File: config.mk
export PLATFORM = sky130hd
export DESIGN_NAME = psw_bank_select
export DESIGN_NICKNAME = d
export VERILOG_FILES = /design/src/common/psw_pkg.sv /design/src/psw_flag_calc.sv /design/src/psw_bank_select.sv
export SDC_FILE = /design/constraint.sdc
export NUM_CORES = 1
export LEC_CHECK = 0
export BUFFER_PORTS_ARGS = -buffer_cell sky130_fd_sc_hd__buf_2
export CAP_MARGIN = 20
export CORE_AREA = 2 2 67 69
export CTS_CLUSTER_DIAMETER = 100
export CTS_CLUSTER_SIZE = 16
export DETAILED_ROUTE_END_ITERATION = 16
export DIE_AREA = 0 0 69 71
export PLACE_DENSITY = 0.88
export SLEW_MARGIN = 20
export SYNTH_ARGS = -nofsm -noshare
export SYNTH_HDL_FRONTEND = slang
export SYNTH_SLANG_ARGS = --single-unit
File: constraint.sdc
create_clock -name pclk -period 2.95 [get_ports pclk]
set_input_delay 0.295 -clock pclk [delete_from_list [all_inputs] [get_ports pclk]]
set_output_delay 0.295 -clock pclk [all_outputs]
set_load 0.01 [all_outputs]
File: src/common/psw_pkg.sv
// Package of constants for the status word and bank select block
package psw_pkg;
    // ------------------------------------------------------------
    // Status word layout
    // ------------------------------------------------------------
    localparam int PSW_W          = 8;
    localparam int CARRY_BIT      = 7;
    localparam int AUX_BIT        = 6;
    localparam int USER_BIT       = 5;
    localparam int BANK_HI_BIT    = 4;
    localparam int BANK_LO_BIT    = 3;
    localparam int OVF_BIT        = 2;
    localparam int RSVD_BIT       = 1;
    localparam int PARITY_BIT     = 0;
    localparam logic [7:0] PSW_RESET = 8'h00;  // All flags clear, bank 0
    localparam logic [7:0] SW_MASK   = 8'hFD;  // Reserved bit not stored
    localparam int BANK_SIZE_LOG2 = 3;         // Eight bytes per bank
    // ------------------------------------------------------------
    // APB register map (byte addresses)
    // ------------------------------------------------------------
    localparam logic [7:0] PSW_OFFSET  = 8'h00; // Status word
    localparam logic [7:0] ACC_OFFSET  = 8'h04; // Accumulator view, read only
    localparam logic [7:0] BASE_OFFSET = 8'h08; // Active bank base, read only
endpackage

File: src/psw_flag_calc.sv
// Flag arithmetic: parity, overflow, carries of an add or subtract
`timescale 1ns/1ps
`default_nettype none
module psw_flag_calc (
    input  wire logic [7:0] acc,        // Current accumulator
    input  wire logic [7:0] opa,        // First operand
    input  wire logic [7:0] opb,        // Second operand
    input  wire logic       cin,        // Carry or borrow in
    input  wire logic       sub,        // High for subtract
    output logic            parity,     // Odd count of ones
    output logic            carry,      // Carry or borrow out of bit 7
    output logic            aux_carry,  // Carry or borrow out of bit 3
    output logic            overflow    // Signed overflow
);
    logic [8:0] full_sum;  // Nine-bit result
    logic [4:0] low_sum;   // Low nibble result
    logic [7:0] opb_eff;   // Operand after subtract inversion
    logic       cin_eff;   // Carry in after inversion

    // Parity: reduction xor gives odd-ones flag
    assign parity  = ^acc;
    // Subtract done as add of complement; borrow is inverted carry
    assign opb_eff = sub ? ~opb : opb;
    assign cin_eff = sub ? ~cin : cin;
    assign full_sum = {1'b0, opa} + {1'b0, opb_eff} + {8'h00, cin_eff};
    assign low_sum  = {1'b0, opa[3:0]} + {1'b0, opb_eff[3:0]} + {4'h0, cin_eff};
    assign carry     = full_sum[8] ^ sub;
    assign aux_carry = low_sum[4] ^ sub;
    // Signed overflow: operands agree in sign, result differs
    assign overflow  = (opa[7] == opb_eff[7]) && (full_sum[7] != opa[7]);
endmodule
`default_nettype wire

File: src/psw_bank_select.sv
// Status word with flag update, bank select and APB access
//
// The placing of the registers and the APB register port were decided locally.
`timescale 1ns/1ps
`default_nettype none
module psw_bank_select
    import psw_pkg::*;
(
    input  wire logic        pclk,           // Core clock
    input  wire logic        presetn,        // Async reset, active low
    input  wire logic        psel,           // APB select
    input  wire logic        penable,        // APB access phase
    input  wire logic        pwrite,         // APB direction
    input  wire logic [7:0]  paddr,          // APB byte address
    input  wire logic [31:0] pwdata,         // APB write data
    output logic [31:0]      prdata,         // APB read data
    output logic             pready,         // APB ready
    output logic             pslverr,        // APB error
    input  wire logic        instr_cycle,    // One pulse per instruction cycle
    input  wire logic [7:0]  acc_value,      // Accumulator contents
    input  wire logic        alu_update,     // Arithmetic result strobe
    input  wire logic        alu_sub,        // Subtract when high
    input  wire logic        alu_use_carry,  // Carry in from carry flag
    input  wire logic [7:0]  alu_opa,        // First operand
    input  wire logic [7:0]  alu_opb,        // Second operand
    input  wire logic        core_wr,        // Core byte write of status word
    input  wire logic [7:0]  core_wdata,     // Core write data
    input  wire logic [2:0]  reg_index,      // Register operand number
    output logic [7:0]       program_status_word, // Status word view
    output logic [4:0]       reg_ram_addr,   // RAM address of register operand
    output logic [1:0]       bank_select     // Active bank
);
    import psw_pkg::*;

    // ------------------------------------------------------------
    // Storage
    // ------------------------------------------------------------
    logic [7:0] psw_q;        // Stored status word
    logic       parity_q;     // Parity flag
    logic       calc_par;     // Parity of accumulator now
    logic       calc_cy;      // Computed carry
    logic       calc_ac;      // Computed aux carry
    logic       calc_ov;      // Computed overflow
    logic       apb_wr;       // APB write this edge
    logic [7:0] psw_view;     // Assembled status word

    assign apb_wr = psel && penable && pwrite && (paddr == PSW_OFFSET);

    psw_flag_calc u_calc (
        .acc       (acc_value),
        .opa       (alu_opa),
        .opb       (alu_opb),
        .cin       (alu_use_carry & psw_q[CARRY_BIT]),
        .sub       (alu_sub),
        .parity    (calc_par),
        .carry     (calc_cy),
        .aux_carry (calc_ac),
        .overflow  (calc_ov)
    );

    // ------------------------------------------------------------
    // Stored flags: writes win over arithmetic; both need full byte
    // ------------------------------------------------------------
    always_ff @(posedge pclk or negedge presetn) begin
        if (!presetn) begin
            psw_q <= PSW_RESET;
        end else if (apb_wr) begin
            // Byte lands except the masked reserved bit, carry included
            psw_q <= pwdata[7:0] & SW_MASK;
        end else if (core_wr) begin
            // Core logic op on the word updates every flag but parity
            psw_q <= core_wdata & SW_MASK;
        end else if (alu_update) begin
            psw_q[CARRY_BIT] <= calc_cy;
            psw_q[AUX_BIT]   <= calc_ac;
            psw_q[OVF_BIT]   <= calc_ov;
        end
    end

    // ------------------------------------------------------------
    // Parity: hardware-owned, refreshed each instruction cycle
    // ------------------------------------------------------------
    always_ff @(posedge pclk or negedge presetn) begin
        if (!presetn) begin
            parity_q <= 1'b0;
        end else if (instr_cycle) begin
            parity_q <= calc_par;
        end
    end

    // Reserved bit reads zero; parity written by software is ignored
    always_comb begin
        psw_view = psw_q;
        psw_view[RSVD_BIT]   = 1'b0;
        psw_view[PARITY_BIT] = parity_q;
    end

    // ------------------------------------------------------------
    // Outputs registered; bank change seen on the next cycle
    // ------------------------------------------------------------
    always_ff @(posedge pclk or negedge presetn) begin
        if (!presetn) begin
            program_status_word <= PSW_RESET;
            bank_select         <= 2'h0;
            reg_ram_addr        <= 5'h00;
        end else begin
            program_status_word <= psw_view;
            bank_select  <= {psw_q[BANK_HI_BIT], psw_q[BANK_LO_BIT]};
            // Bank number times eight plus register number
            reg_ram_addr <= {psw_q[BANK_HI_BIT], psw_q[BANK_LO_BIT], reg_index};
        end
    end

    // ------------------------------------------------------------
    // APB slave: zero wait, unmapped reads zero with error
    // ------------------------------------------------------------
    always_ff @(posedge pclk or negedge presetn) begin
        if (!presetn) begin
            prdata  <= 32'h0000_0000;
            pready  <= 1'b0;
            pslverr <= 1'b0;
        end else begin
            pready  <= psel && !penable;
            pslverr <= 1'b0;
            prdata  <= 32'h0000_0000;
            if (psel && !penable) begin
                case (paddr)
                    PSW_OFFSET:  prdata <= {24'h000000, psw_view};
                    ACC_OFFSET:  prdata <= {24'h000000, acc_value};
                    BASE_OFFSET: prdata <= {27'h0, psw_q[BANK_HI_BIT],
                                            psw_q[BANK_LO_BIT], 3'h0};
                    default:     pslverr <= 1'b1;
                endcase
                if (pwrite && (paddr == ACC_OFFSET || paddr == BASE_OFFSET)) begin
                    pslverr <= 1'b1;
                end
            end
        end
    end
endmodule
`default_nettype wire

Yosys cells after proc, flatten, opt, wreduce, memory -nomap -nowiden
Index checks and enable logic that the tools add are counted. W data, S select, Z words.

Memory bits (read-only): 0. Flip-flop bits (word level): 57. Bits in latches: 0. Bits in writable memories: 0. Memories kept: 0. Output and inout port bits: 49.

Mux-type cells: 14. Multiply operators: 0. Reductions and logical operators: 13. Bitwise operators: 5. Add/sub/neg operators: 4. Divide/modulo/power cells: 0. Magnitude comparators: 0. Eq/ne operators: 4. Shift operators: 0.

Operator list (count): $mux W8 (3); $pmux W8 S3 (1); $add A8 B8 Y9 (1); $add A9 B1 Y9 (1); $eq A8 B3 Y1 const B (1); $eq A8 B4 Y1 const B (1); $logic_not A8 Y1 (1); $not A8 Y8 (1); $reduce_xor A8 Y1 (1); $logic_and A1 B1 Y1 (6); $mux W1 (6); $mux W2 (3); $add A4 B4 Y5 (1); $add A5 B1 Y5 (1); $mux W3 (1); $reduce_bool A3 Y1 (1); $reduce_or A3 Y1 (1); $reduce_bool A2 Y1 (1); $xor A1 B1 Y1 (2); $and A1 B1 Y1 (1); $eq A1 B1 Y1 (1); $logic_not A1 Y1 (1); $logic_or A1 B1 Y1 (1); $ne A1 B1 Y1 (1); $not A1 Y1 (1).

Logic depth before layout (Yosys ltp)
Gate-level depths: netlist of the first run.

Depth after elaboration: 9. Gate-level depth with buffers: 8.

Cells and area by module
Synthesis of the first run repeated with hierarchy kept, for this count alone.

Cell total of the unflattened synthesis: 155. Area, all modules: 1664.1 um^2.

Modules (own cells, without submodules): psw_bank_select (cells each 108, sequential area each 675.6 um^2, times used 1, area an instance 1291.2 um^2); psw_flag_calc (cells each 47, sequential area each 0.0 um^2, times used 1, area an instance 372.9 um^2).

Least setup slack after synthesis of the first run
Ideal clock, no wire load.

Path type: input port to flip-flop. Start: input port alu_sub. End: register psw_q[7]. Setup slack: 1084 ps. Library setup time: 123 ps. Required time: 2827 ps. Data arrival time: 1743 ps. Stages on the path: 8. Cell sequence: buf_2 -> xor2_1 -> ha_1 -> nor3_1 -> o21bai_1 -> a311oi_2 -> xor2_1 -> o21ai_1.

Longest elaborated chain between the ends: 7. Elaborated cells between the ends (all ways): 8. Those cells by class: add/sub (2); mux (5); bitwise (1).

Ends and longest elaborated chain: start: declaration (line psw_bank_select.sv:22) `input wire logic alu_sub,`; $mux W8 (line psw_flag_calc.sv:23) `assign opb_eff = sub ? ~opb : opb;`; $add A8 B8 Y9 (line psw_flag_calc.sv:25) `assign full_sum = {1'b0, opa} + {1'b0, opb_eff} + {8'h00, cin_eff};`; $add A9 B1 Y9 (line psw_flag_calc.sv:25); $xor A1 B1 Y1 * (line psw_flag_calc.sv:27) `assign carry = full_sum[8] ^ sub;`; $mux W2 * (line psw_bank_select.sv:73) `end else if (alu_update) begin`; $mux W2 * (line psw_bank_select.sv:70) `end else if (core_wr) begin`; $mux W8 * (line psw_bank_select.sv:67) `end else if (apb_wr) begin`; end signal: assignment (line psw_bank_select.sv:69) `psw_q <= pwdata[7:0] & SW_MASK;`; end signal: assignment (line psw_bank_select.sv:72) `psw_q <= core_wdata & SW_MASK;`; end signal: indexed assignment (line psw_bank_select.sv:74) `psw_q[CARRY_BIT] <= calc_cy;`; end: declaration (line psw_bank_select.sv:38) `logic [7:0] psw_q;`.

Mark *: on every way between the ends. The rest lies on a longest branch, timed or not. The select of a mux whose other input is x is not followed. A chain may end at the register's enable or synchronous reset.

Final worst setup path of the first run
Ends and elaborated chain as after synthesis.

==> flow_metrics.py, run 1 <==
metrics = {
    "run_status": {
        "status": "complete, no violations",
    },
    "power": {
        "p_seq_frac": 0.489,
        "p_int_uw": 604.4,
        "swShare": 0.2955,
        "p_per_area_nw_per_um2": 412.8,
        "p_switching_uw": 253.4,
        "clkPwrFrac": 0.233,
        "pwr-share-comb": 0.279,
        "ir_drop_v": 0.0001830,
        "power.static_leakage_nw": 1.120,
    },
    "worst_setup_path": {
        "path_class": "in -> reg",
        "required_ps": 3110,
        "cp_common_cell": "xor2_1",
        "crit_path_start_kind": "input port",
        "cp.arrival_ps": 1910,
        "crit_slowest_cell": "buf_2",
        "path_cells": "buf_2, xor2_1, ha_1, nor3_1, o21bai_1, a311oi_2, xor2_1, o21ai_1",
        "critPathCaptureType": "flop",
        "crit_fanout": 12,
        "cpPeakStageDelay_ps": 270,
    },
    "place": {
        "gp_congestion": 0.7436,
        "placed_cell_area_um2": 2033,
        "portBuffers": 80,
        "dp_cells": 295,
        "dpl.hpwl_um": 2954,
    },
    "cells_and_area": {
        "final_cell_area_um2": 2078,
        "drive_above_1_share": 0.3725,
        "final_nets": 341,
        "final_cells": 299,
        "antennaDiodeCount": 0,
        "syn_to_final_growth_pct": 20.80,
    },
    "clock_tree": {
        "cts_tree": "built",
        "path_clk_slew_ps": 80,
        "clk_path_buf_depth": 2,
        "cts_root_buf": "clkbuf_8",
        "htreeDepth": 1,
        "cts.sinks": 27,
        "cts_resized": 0,
        "postCtsHoldBufs": 0,
        "cts_setup_buffers": 0,
        "clk_latency_ps": 260,
        "numCtsBuffers": 3,
    },
    "timing": {
        "final_max_slew_viol_count": 0,
        "post-route-period-util": 0.5936,
        "rsz0062_at_grt": "false",
        "worstMarginPinSlew_ps": 566.5,
        "hold_violations": 0,
        "fin_worst_skew_ps": 1.221,
        "fin_crit_ps": 1751,
        "fin_setup_tns_ps": 0,
        "max_freq_ghz": 0.5710,
        "max_slew_margin": 0.6223,
        "finalSetupViolCount": 0,
    },
    "yosys": {
        "synth_edf_count": 0,
        "synth_seq_cells": 27,
        "ys_types": 38,
        "syn-instance-count": 173,
        "synth_compound_area_frac": 0.08000,
        "ys.flop_type": "dfrtp_1",
        "synthXorXnorAreaFrac": 0.08655,
        "ys_warn_count": 0,
        "muxShareOfSynthArea": 0.06400,
        "synth_top_family_by_area": "simple AND/OR/NAND/NOR gates",
        "synthSimpleGateAreaFrac": 0.1651,
        "syn_avg_cell_area_um2": 9.945,
        "synthesis.area_um2": 1720,
        "ys_seq_area_frac": 0.3927,
        "synth-adder-area-share": 0.06400,
        "async_flop_share": 1.000,
    },
    "drt": {
        "route.detailed.drc": 0,
        "firstDrtPassIters": 4,
        "vias": 1361,
        "vias_per_cell": 4.552,
        "final_antenna_net_count": 0,
        "wl_um": 3531,
        "drt_first_iter_violations": 43,
        "routedWlPerCell_um": 11.81,
    },
    "floorplanning": {
        "dieHeight_um": 71,
        "initial_core_util": 0.4092,
        "pin_count": 134,
        "dieWidth_um": 69,
        "fp.dieArea_um2": 4899,
        "num_rows": 24,
        "core_region_area_um2": 4204,
    },
    "grt": {
        "overflow": 0,
        "grt_util_all_layers": 0.1451,
        "grt_pass1_vias": 1302,
        "grt_max_degree": 28,
        "grt_pass1_wl_um": 5782,
        "antenna_found_initial": 0,
    },
    "worst_hold_path": {
        "hold_path.class": "in -> async",
    },
    "flow_run": {
        "max-cap-violations": 0,
    },
}
==> placed cells by master (no fill, tap or decap), types with 2 or more instances in the layout <==
master	instances
mux2i_1	11
nor2_1	11
nor3_1	2
conb_1	25
o211ai_1	2
nor4_1	2
nand3_1	5
nand2_1	9
inv_1	2
clkbuf_8	3
nor2_2	6
dfrtp_1	27
o21ai_0	3
o21ai_1	3
nor2b_1	4
a21oi_1	9
buf_2	80
xnor2_1	7
xor2_1	10
ha_1	8
==> worst max-delay path: cells and delay by family <==
kind	cells	cell delay [ps]
buffers and inverters	1	270
xor gates and xnor gates	2	370
adders and majority gates	1	250
AOI/OAI and AO/OA	3	470
and+or+nand+nor	1	250
==> cells by family (layout without fill, tap and decap cells) <==
| group | after synthesis | after routing |
|---|---|---|
| compound gates | 22 | 22 |
| buf+inv | 36 | 86 |
| xor+xnor | 17 | 17 |
| flops | 27 | 27 |
| mux | 11 | 11 |
| simple gates | 50 | 50 |
| other cells | 1 | 25 |
| fa+ha+maj | 9 | 9 |
==> path summary, 6_finish.rpt <==
kind	from	end	slack (ps)	cells after the start
min reg2reg	psw_q[3]$_DFFE_PN0P_	bank_select[0]$_DFF_PN0_	400	0
min	presetn	prdata[2]$_DFF_PN0_	10	1
max in group asynchronous	presetn	prdata[4]$_DFF_PN0_	2560	1
max	alu_sub	psw_q[7]$_DFFE_PN0P_	1200	8
max reg2reg	psw_q[7]$_DFFE_PN0P_	psw_q[2]$_DFFE_PN0P_	1480	5
min in group pclk	reg_index[0]	reg_ram_addr[0]$_DFF_PN0_	130	1
==> power groups by stage <==
| stage | clock network, mW | logic (mW) | registers [mW] |
|---|---|---|---|
| detailed placement | 0 | 0.239 | 0.427 |
| global placement | 0 | 0.233 | 0.424 |
| floorplan | 0 | 0.168 | 0.432 |
| global route | 0.227 | 0.267 | 0.423 |
| finish | 0.200 | 0.239 | 0.419 |
| CTS | 0.206 | 0.242 | 0.419 |
==> layout make-up <==
cell class / count / area (um2)
timing repair buffer: 80 / 400.4
inverter: 2 / 7.507
fill: 412 / 2126
tap: 52 / 65.06
clock buffer: 4 / 45.04
sequential: 27 / 675.6
multi-input combinational: 134 / 884.6
==> metal layers <==
layer	up-vias	part of all wire	global-route usage
met5	-	0	0
met4	0	0.0088	0.03922
met3	4	0.086	0.02422
met2	73	0.51	0.2788
met1	600	0.39	0.1656
li1	684	-	-
==> sequential cells by signal (all words and copies together), names as in the netlist <==
register / cells
bank_select: 1
parity_q: 1
prdata: 8
pready: 1
program_status_word: 6
pslverr: 1
psw_q: 6
reg_ram_addr: 3
==> synth_stat cells, drive strengths merged, types with 2 or more instances <==
library cell / instances / area [um2]
a21oi: 9 / 45.04
buf: 32 / 235.2
clkbuf: 2 / 7.510
dfrtp: 27 / 675.7
ha: 8 / 100.1
inv: 2 / 7.510
mux2i: 11 / 110.1
nand2: 9 / 33.78
nand3: 5 / 25.02
nand4: 2 / 18.77
nor2: 17 / 78.83
nor2b: 4 / 25.02
nor3: 2 / 10.01
nor4: 3 / 33.78
o211ai: 2 / 15.01
o21ai: 6 / 30.02
xnor2: 7 / 61.31
xor2: 10 / 87.58
==> through the flow <==
step / power [mW] / worst slack (ps) / hold slack, ps / util
after floorplan: 0.5997 / 1084 / -0.5911 / -
after global placement: 0.6574 / 913.9 / 316.9 / 0.4836
after detailed placement: 0.6662 / 910.5 / 325.1 / 0.4836
after CTS: 0.8677 / 1190 / 30.59 / 0.4943
after global routing: 0.9178 / 1062 / 51.30 / 0.4943
final: 0.8578 / 1199 / 11.46 / 0.4943
Power figures use the tool's default switching activity.
==> inputs of run 2 (changes only) <==
Settings changed: ABC_AREA set to 1, CORE_AREA 2 2 67 69 to 2 2 73 75, DIE_AREA 0 0 69 71 to 0 0 75 77, PLACE_DENSITY 0.88 to 0.8.
Clock period 2.95 ns to 1.45 ns, I/O delays scaled along.
==> flow_metrics.py, run 2 <==
metrics = {
    "run_status": {
        "status": "complete, no violations",
    },
    "drt": {
        "route.detailed.drc": 0,
        "vias_per_cell": 4.304,
        "final_antenna_net_count": 0,
        "routedWlPerCell_um": 10.83,
        "wl_um": 3984,
        "firstDrtPassIters": 4,
        "drt_first_iter_violations": 45,
        "vias": 1584,
    },
    "timing": {
        "finalSetupViolCount": 0,
        "rsz0062_at_grt": "true",
        "post-route-period-util": 0.9541,
        "fin_setup_tns_ps": 0,
        "hold_violations": 0,
        "fin_worst_skew_ps": 4.883,
        "max_freq_ghz": 0.7228,
        "fin_crit_ps": 1383,
        "fin_hold_ws_ps": 48.13,
        "final_max_slew_viol_count": 0,
        "max_slew_margin": 0.6069,
        "worstMarginPinSlew_ps": 589.7,
    },
    "clock_tree": {
        "numCtsBuffers": 3,
        "cts_setup_buffers": 0,
        "clk_path_buf_depth": 2,
        "cts_tree": "built",
        "cts_root_buf": "clkbuf_8",
        "clk_latency_ps": 270,
        "path_clk_slew_ps": 90,
        "cts.sinks": 27,
        "htreeDepth": 1,
    },
    "worst_setup_path": {
        "path_class": "in -> reg",
        "worstRegToRegCells": 14,
        "crit_path_start_kind": "input port",
        "cpPeakStageDelay_ps": 290,
        "crit_family": "simple AND/OR/NAND/NOR gates",
        "reg2reg_setup_slack_ps": 120,
        "r2r-start": "psw_q[7]$_DFFE_PN0P_",
        "path_cells": "clkbuf_4, buf_4, xor2_1, ha_1, nand3_1, inv_1, a21oi_2, nand3_1, nand3_1, nand2_1, nand2_1, nand2_1",
        "timing.rr.end": "psw_q[7]$_DFFE_PN0P_",
        "crit_slowest_cell": "ha_1",
        "critical_path_buf_inv_count": 3,
        "crit_fanout": 9,
        "cp.arrival_ps": 1550,
        "required_ps": 1620,
        "critPathCaptureType": "flop",
    },
    "place": {
        "portBuffers": 80,
        "gp_congestion": 0.8087,
        "dpl.hpwl_um": 3319,
        "placed_cell_area_um2": 2178,
    },
    "grt": {
        "grt_max_degree": 28,
        "grt_pass1_wl_um": 6203,
        "grt_pass1_vias": 1403,
        "antenna_found_initial": 0,
        "overflow": 0,
        "grt_util_all_layers": 0.1360,
    },
    "cells_and_area": {
        "antennaDiodeCount": 0,
        "final_cell_area_um2": 2272,
        "drive_above_1_share": 0.3758,
        "final_common_cell": "buf_2",
        "syn_to_final_growth_pct": 31.40,
        "top_regs": "prdata: 8 flops, program_status_word: 6 flops, psw_q: 6 flops",
        "fillers": 509,
        "final_cell_mix": "79 x buf_2, 37 x nand2_1, 27 x dfrtp_1, 25 x conb_1, 18 x nand3_1",
        "largest-register": "prdata",
        "final_nets": 392,
        "largest_register_ffs": 8,
    },
    "yosys": {
        "async_flop_share": 1.000,
        "synth_commonest_cells": "39 x nand2_1, 29 x buf_4, 27 x dfrtp_1",
        "ys_types": 27,
        "synth_seq_cells": 27,
        "yosysTopAreaCellShare": 0.3907,
        "synth.most_common_cell": "nand2_1",
        "ys.flop_type": "dfrtp_1",
        "syn_avg_cell_area_um2": 8.476,
        "syn-instance-count": 204,
        "yosys-top-cells-area": "dfrtp_1 39%, buf_4 13%, nand2_1 8.5%, ha_1 5.8%, xor2_1 5.6%",
        "synthesis.area_um2": 1729,
        "ys_warn_count": 0,
        "yosys.area.top_type": "dfrtp_1",
        "ys_seq_area_frac": 0.3907,
        "synth_edf_count": 0,
    },
    "floorplanning": {
        "core_region_area_um2": 4977,
        "num_rows": 26,
        "fp.dieArea_um2": 5775,
        "initial_core_util": 0.3474,
        "dieWidth_um": 75,
        "pin_count": 134,
        "dieHeight_um": 77,
    },
    "power": {
        "p_per_area_nw_per_um2": 777.6,
        "ir_drop_v": 0.0003582,
        "p_total_mw": 1.767,
        "power.static_leakage_nw": 1.267,
    },
    "worst_hold_path": {
        "hold_path_end": "parity_q$_DFFE_PN0P_",
        "hold_path.class": "in -> reg",
        "hold_start": "instr_cycle",
        "holdPathStages": 2,
    },
    "flow_run": {
        "max-cap-violations": 0,
    },
}
==> run 2: metrics by stage <==
stage                     worst slack [ps]  instances    util
after floorplan                     -28.57        228       -
after global placement              -187.4        360  0.4377
after detailed placement            -224.3        360  0.4377
after CTS                            53.84        368  0.4550
after global routing                -76.60        368  0.4565
final                                66.50        368  0.4565
==> run 2: worst reg2reg max path, cell delays in order (launching register included) <==
cell     delay (ps)
dfrtp_1         410
nand3_1          90
nand3_1          70
nand2_1          60
nand2_1          40
nand2_1          60
nand2_1          60
nand2_2          70
nand2_2          50
nand2_1          50
nand2_1          40
nand3_1          70
nand2_1          50
nand2_1          60
nand2_1          40
==> run 2: layout make-up <==
type | count | area [um2] | area share
clock buffers | 3 | 41.29 | 0.01817
clock inverters | 1 | 5.005 | 0.002203
inverters | 19 | 83.83 | 0.03689
multi-input cells | 151 | 838.3 | 0.3689
flip-flops and latches | 27 | 675.6 | 0.2974
well taps | 70 | 87.58 | 0.03855
repair buffers | 97 | 540.5 | 0.2379
==> run 2: per-layer routing <==
layer  wire (um)  vias to the layer above  global-route usage
li1            -                      794                   -
met1        1618                      705              0.1668
met2        1957                       83              0.2404
met3         388                        2             0.01971
met4          19                        0             0.03750
met5           0                        -                   0
==> run 2: what timing repair did <==
| item | CTS | global route |
|---|---|---|
| endpoints found under the hold margin | 30 | 0 |
| gates resized for setup | 0 | 3 |
| endpoints found under the setup margin | 0 | 3 |
| hold buffers | 4 | 0 |
==> run 2: report_power, final <==
part | switching, mW | total [mW] | internal (mW) | leakage [nW]
Combinational | 0.268 | 0.497 | 0.229 | 0.901
Clock | 0.227 | 0.419 | 0.192 | 0.0255
Sequential | 0.0354 | 0.851 | 0.816 | 0.341
Total | 0.530 | 1.77 | 1.24 | 1.27
==> run 2: cells by family after synthesis <==
logic type      after synthesis  synth area share
xor+xnor                     16           0.08104
flops                        27            0.3907
fa+ha+maj                     8           0.05789
simple gates                 83            0.2207
buf+inv                      50            0.1838
other cells                   1          0.002169
compound gates               19           0.06367
==> run 2: how the worst max path moves through the flow <==
stage,startpoint,endpoint,depth (start not counted),slack (ps)
finish,alu_sub,psw_q[2]$_DFFE_PN0P_,12,70
global route,psw_q[7]$_DFFE_PN0P_,psw_q[2]$_DFFE_PN0P_,15,-80
CTS,psw_q[7]$_DFFE_PN0P_,psw_q[7]$_DFFE_PN0P_,15,50
detailed placement,alu_sub,psw_q[7]$_DFFE_PN0P_,12,-220
global placement,alu_sub,psw_q[2]$_DFFE_PN0P_,12,-190
floorplan,alu_sub,psw_q[7]$_DFFE_PN0P_,16,-30
==> inputs of run 3 (changes only) <==
==> constraint.sdc (replaced) <==
create_clock -name pclk -period 1.45 [get_ports pclk]
set_input_delay 0.3625 -clock pclk [delete_from_list [all_inputs] [get_ports pclk]]
set_output_delay 0.3625 -clock pclk [all_outputs]
set_load 0.01 [all_outputs]
==> flow_metrics.py, run 3 (synthesized netlist as in run 2, its figures left out) <==
metrics = {
    "worst_setup_path": {
        "required_ps": 1610,
        "crit_fanout": 8,
        "path_class": "in -> reg",
        "cp.arrival_ps": 1670,
        "critPathCaptureType": "flop",
        "crit_path_start_kind": "input port",
    },
    "cells_and_area": {
        "final_util": 0.4643,
        "largest_register_ffs": 8,
        "top_regs": "prdata: 8 flops, program_status_word: 6 flops, psw_q: 6 flops",
        "syn_to_final_growth_pct": 33.65,
        "final_common_cell": "buf_2",
        "antennaDiodeCount": 0,
        "fillers": 498,
        "final_cell_mix": "78 x buf_2, 36 x nand2_1, 27 x dfrtp_1, 25 x conb_1, 20 x buf_4",
        "final_nets": 395,
        "drive_above_1_share": 0.4020,
        "largest-register": "prdata",
        "final_cells": 371,
    },
    "place": {
        "dpl.hpwl_um": 3306,
        "dp_cells": 365,
        "pre_cts_slack_ps": -437.4,
        "portBuffers": 80,
        "gp_congestion": 0.8390,
    },
    "timing": {
        "rsz0062_at_grt": "true",
        "fin_crit_ps": 1509,
        "finalSetupViolCount": 3,
        "fin_ws_ps": -58.96,
        "post-route-period-util": 1.041,
        "final_max_slew_viol_count": 0,
        "hold_violations": 0,
        "max_slew_margin": 0.6183,
        "fin_worst_skew_ps": 3.372,
        "max_freq_ghz": 0.6627,
        "worstMarginPinSlew_ps": 572.6,
    },
    "floorplanning": {
        "core_region_area_um2": 4977,
        "dieHeight_um": 77,
        "dieWidth_um": 75,
        "fp.dieArea_um2": 5775,
        "pin_count": 134,
        "initial_core_util": 0.3474,
        "num_rows": 26,
    },
    "drt": {
        "firstDrtPassIters": 5,
        "route.detailed.drc": 0,
        "drt_first_iter_violations": 46,
        "final_antenna_net_count": 0,
        "wl_um": 3892,
        "vias_per_cell": 4.283,
        "vias": 1589,
        "routedWlPerCell_um": 10.49,
    },
    "clock_tree": {
        "clk_path_buf_depth": 2,
        "path_clk_slew_ps": 90,
        "numCtsBuffers": 3,
        "clk_latency_ps": 260,
        "cts_root_buf": "clkbuf_8",
        "postCtsHoldBufs": 0,
        "cts.sinks": 27,
        "cts_tree": "built",
        "htreeDepth": 1,
    },
    "run_status": {
        "status": "finished, violations left",
        "violations": "setup timing",
    },
    "power": {
        "p_total_mw": 1.767,
        "p_switching_uw": 528.6,
        "power.static_leakage_nw": 1.293,
        "p_seq_frac": 0.482,
        "p_int_mw": 1.238,
        "pwr-share-comb": 0.284,
        "p_per_area_nw_per_um2": 764.4,
        "swShare": 0.2992,
        "clkPwrFrac": 0.234,
        "ir_drop_v": 0.0003378,
    },
    "grt": {
        "overflow": 0,
        "grt_pass1_vias": 1459,
        "antenna_found_initial": 0,
        "grt_util_all_layers": 0.1305,
        "grt_pass1_wl_um": 6023,
        "grt_max_degree": 28,
    },
    "flow_run": {
        "max-cap-violations": 0,
    },
    "worst_hold_path": {
        "hold_path.class": "in -> async",
    },
}
[run 3: critical path, cell delays in order]
cell and delay [ps]:
buf_12 120, buf_4 130, xor2_1 150, ha_1 290
nand2_1 60, inv_1 40, nand2_1 70, nand2_2 60
xor2_1 160, o21ai_1 160, nand2_1 70
[run 3: path summary, 6_finish.rpt]
| check | endpoint | from | depth (start not counted) | slack [ps] |
|---|---|---|---|---|
| worst min-delay path | reg_ram_addr[1]$_DFF_PN0_ | presetn | 1 | 90 |
| worst min register to register | program_status_word[5]$_DFF_PN0_ | psw_q[5]$_DFFE_PN0P_ | 0 | 410 |
| worst max-delay path | psw_q[6]$_DFFE_PN0P_ | alu_sub | 11 | -60 |
| worst max register to register | psw_q[6]$_DFFE_PN0P_ | psw_q[7]$_DFFE_PN0P_ | 11 | 40 |
| min in group pclk | reg_ram_addr[2]$_DFF_PN0_ | reg_index[2] | 1 | 200 |
| max in group asynchronous | psw_q[7]$_DFFE_PN0P_ | presetn | 1 | 990 |
[run 3: repair_timing]
action	in CTS	in global routing
pin swaps	9	17
resized for setup	5	4
gates cloned	0	0
setup buffers	1	1
endpoints found under the setup margin	3	3
[run 3: power by group through the flow]
stage	Combinational, mW	Clock, mW	Sequential, mW
final	0.502	0.413	0.851
after global routing	0.572	0.450	0.861
after floorplan	0.315	0	0.879
after detailed placement	0.481	0	0.867
after CTS	0.496	0.421	0.851
after global placement	0.471	0	0.863
[run 3: cell type report]
type	instances	area (um2)	area share
Clock buffer	3	41.29	0.01787
Timing Repair Buffer	100	571.8	0.2474
Multi-Input combinational cell	151	845.8	0.3660
Clock inverter	1	5.005	0.002166
Sequential cell	27	675.6	0.2924
Inverter	19	83.83	0.03627
Tap cell	70	87.58	0.03790
[run 3: through the flow]
| stage | setup TNS, ps | hold WS, ps | instance area [um2] |
|---|---|---|---|
| floorplan | -627.7 | 66.91 | 1842 |
| global placement | -1097 | 385.6 | 2216 |
| detailed placement | -1363 | 393.7 | 2216 |
| CTS | -42.14 | 104.9 | 2287 |
| global route | -536.2 | 130.1 | 2311 |
| finish | -106.8 | 85.89 | 2311 |
[run 3: layer usage]
metal	global-route usage	share of wire	wire length [um]
met1	0.1453	0.41	1581
met2	0.2456	0.49	1889
met3	0.01708	0.094	367
met4	0.04107	0.014	53
met5	0	0	0
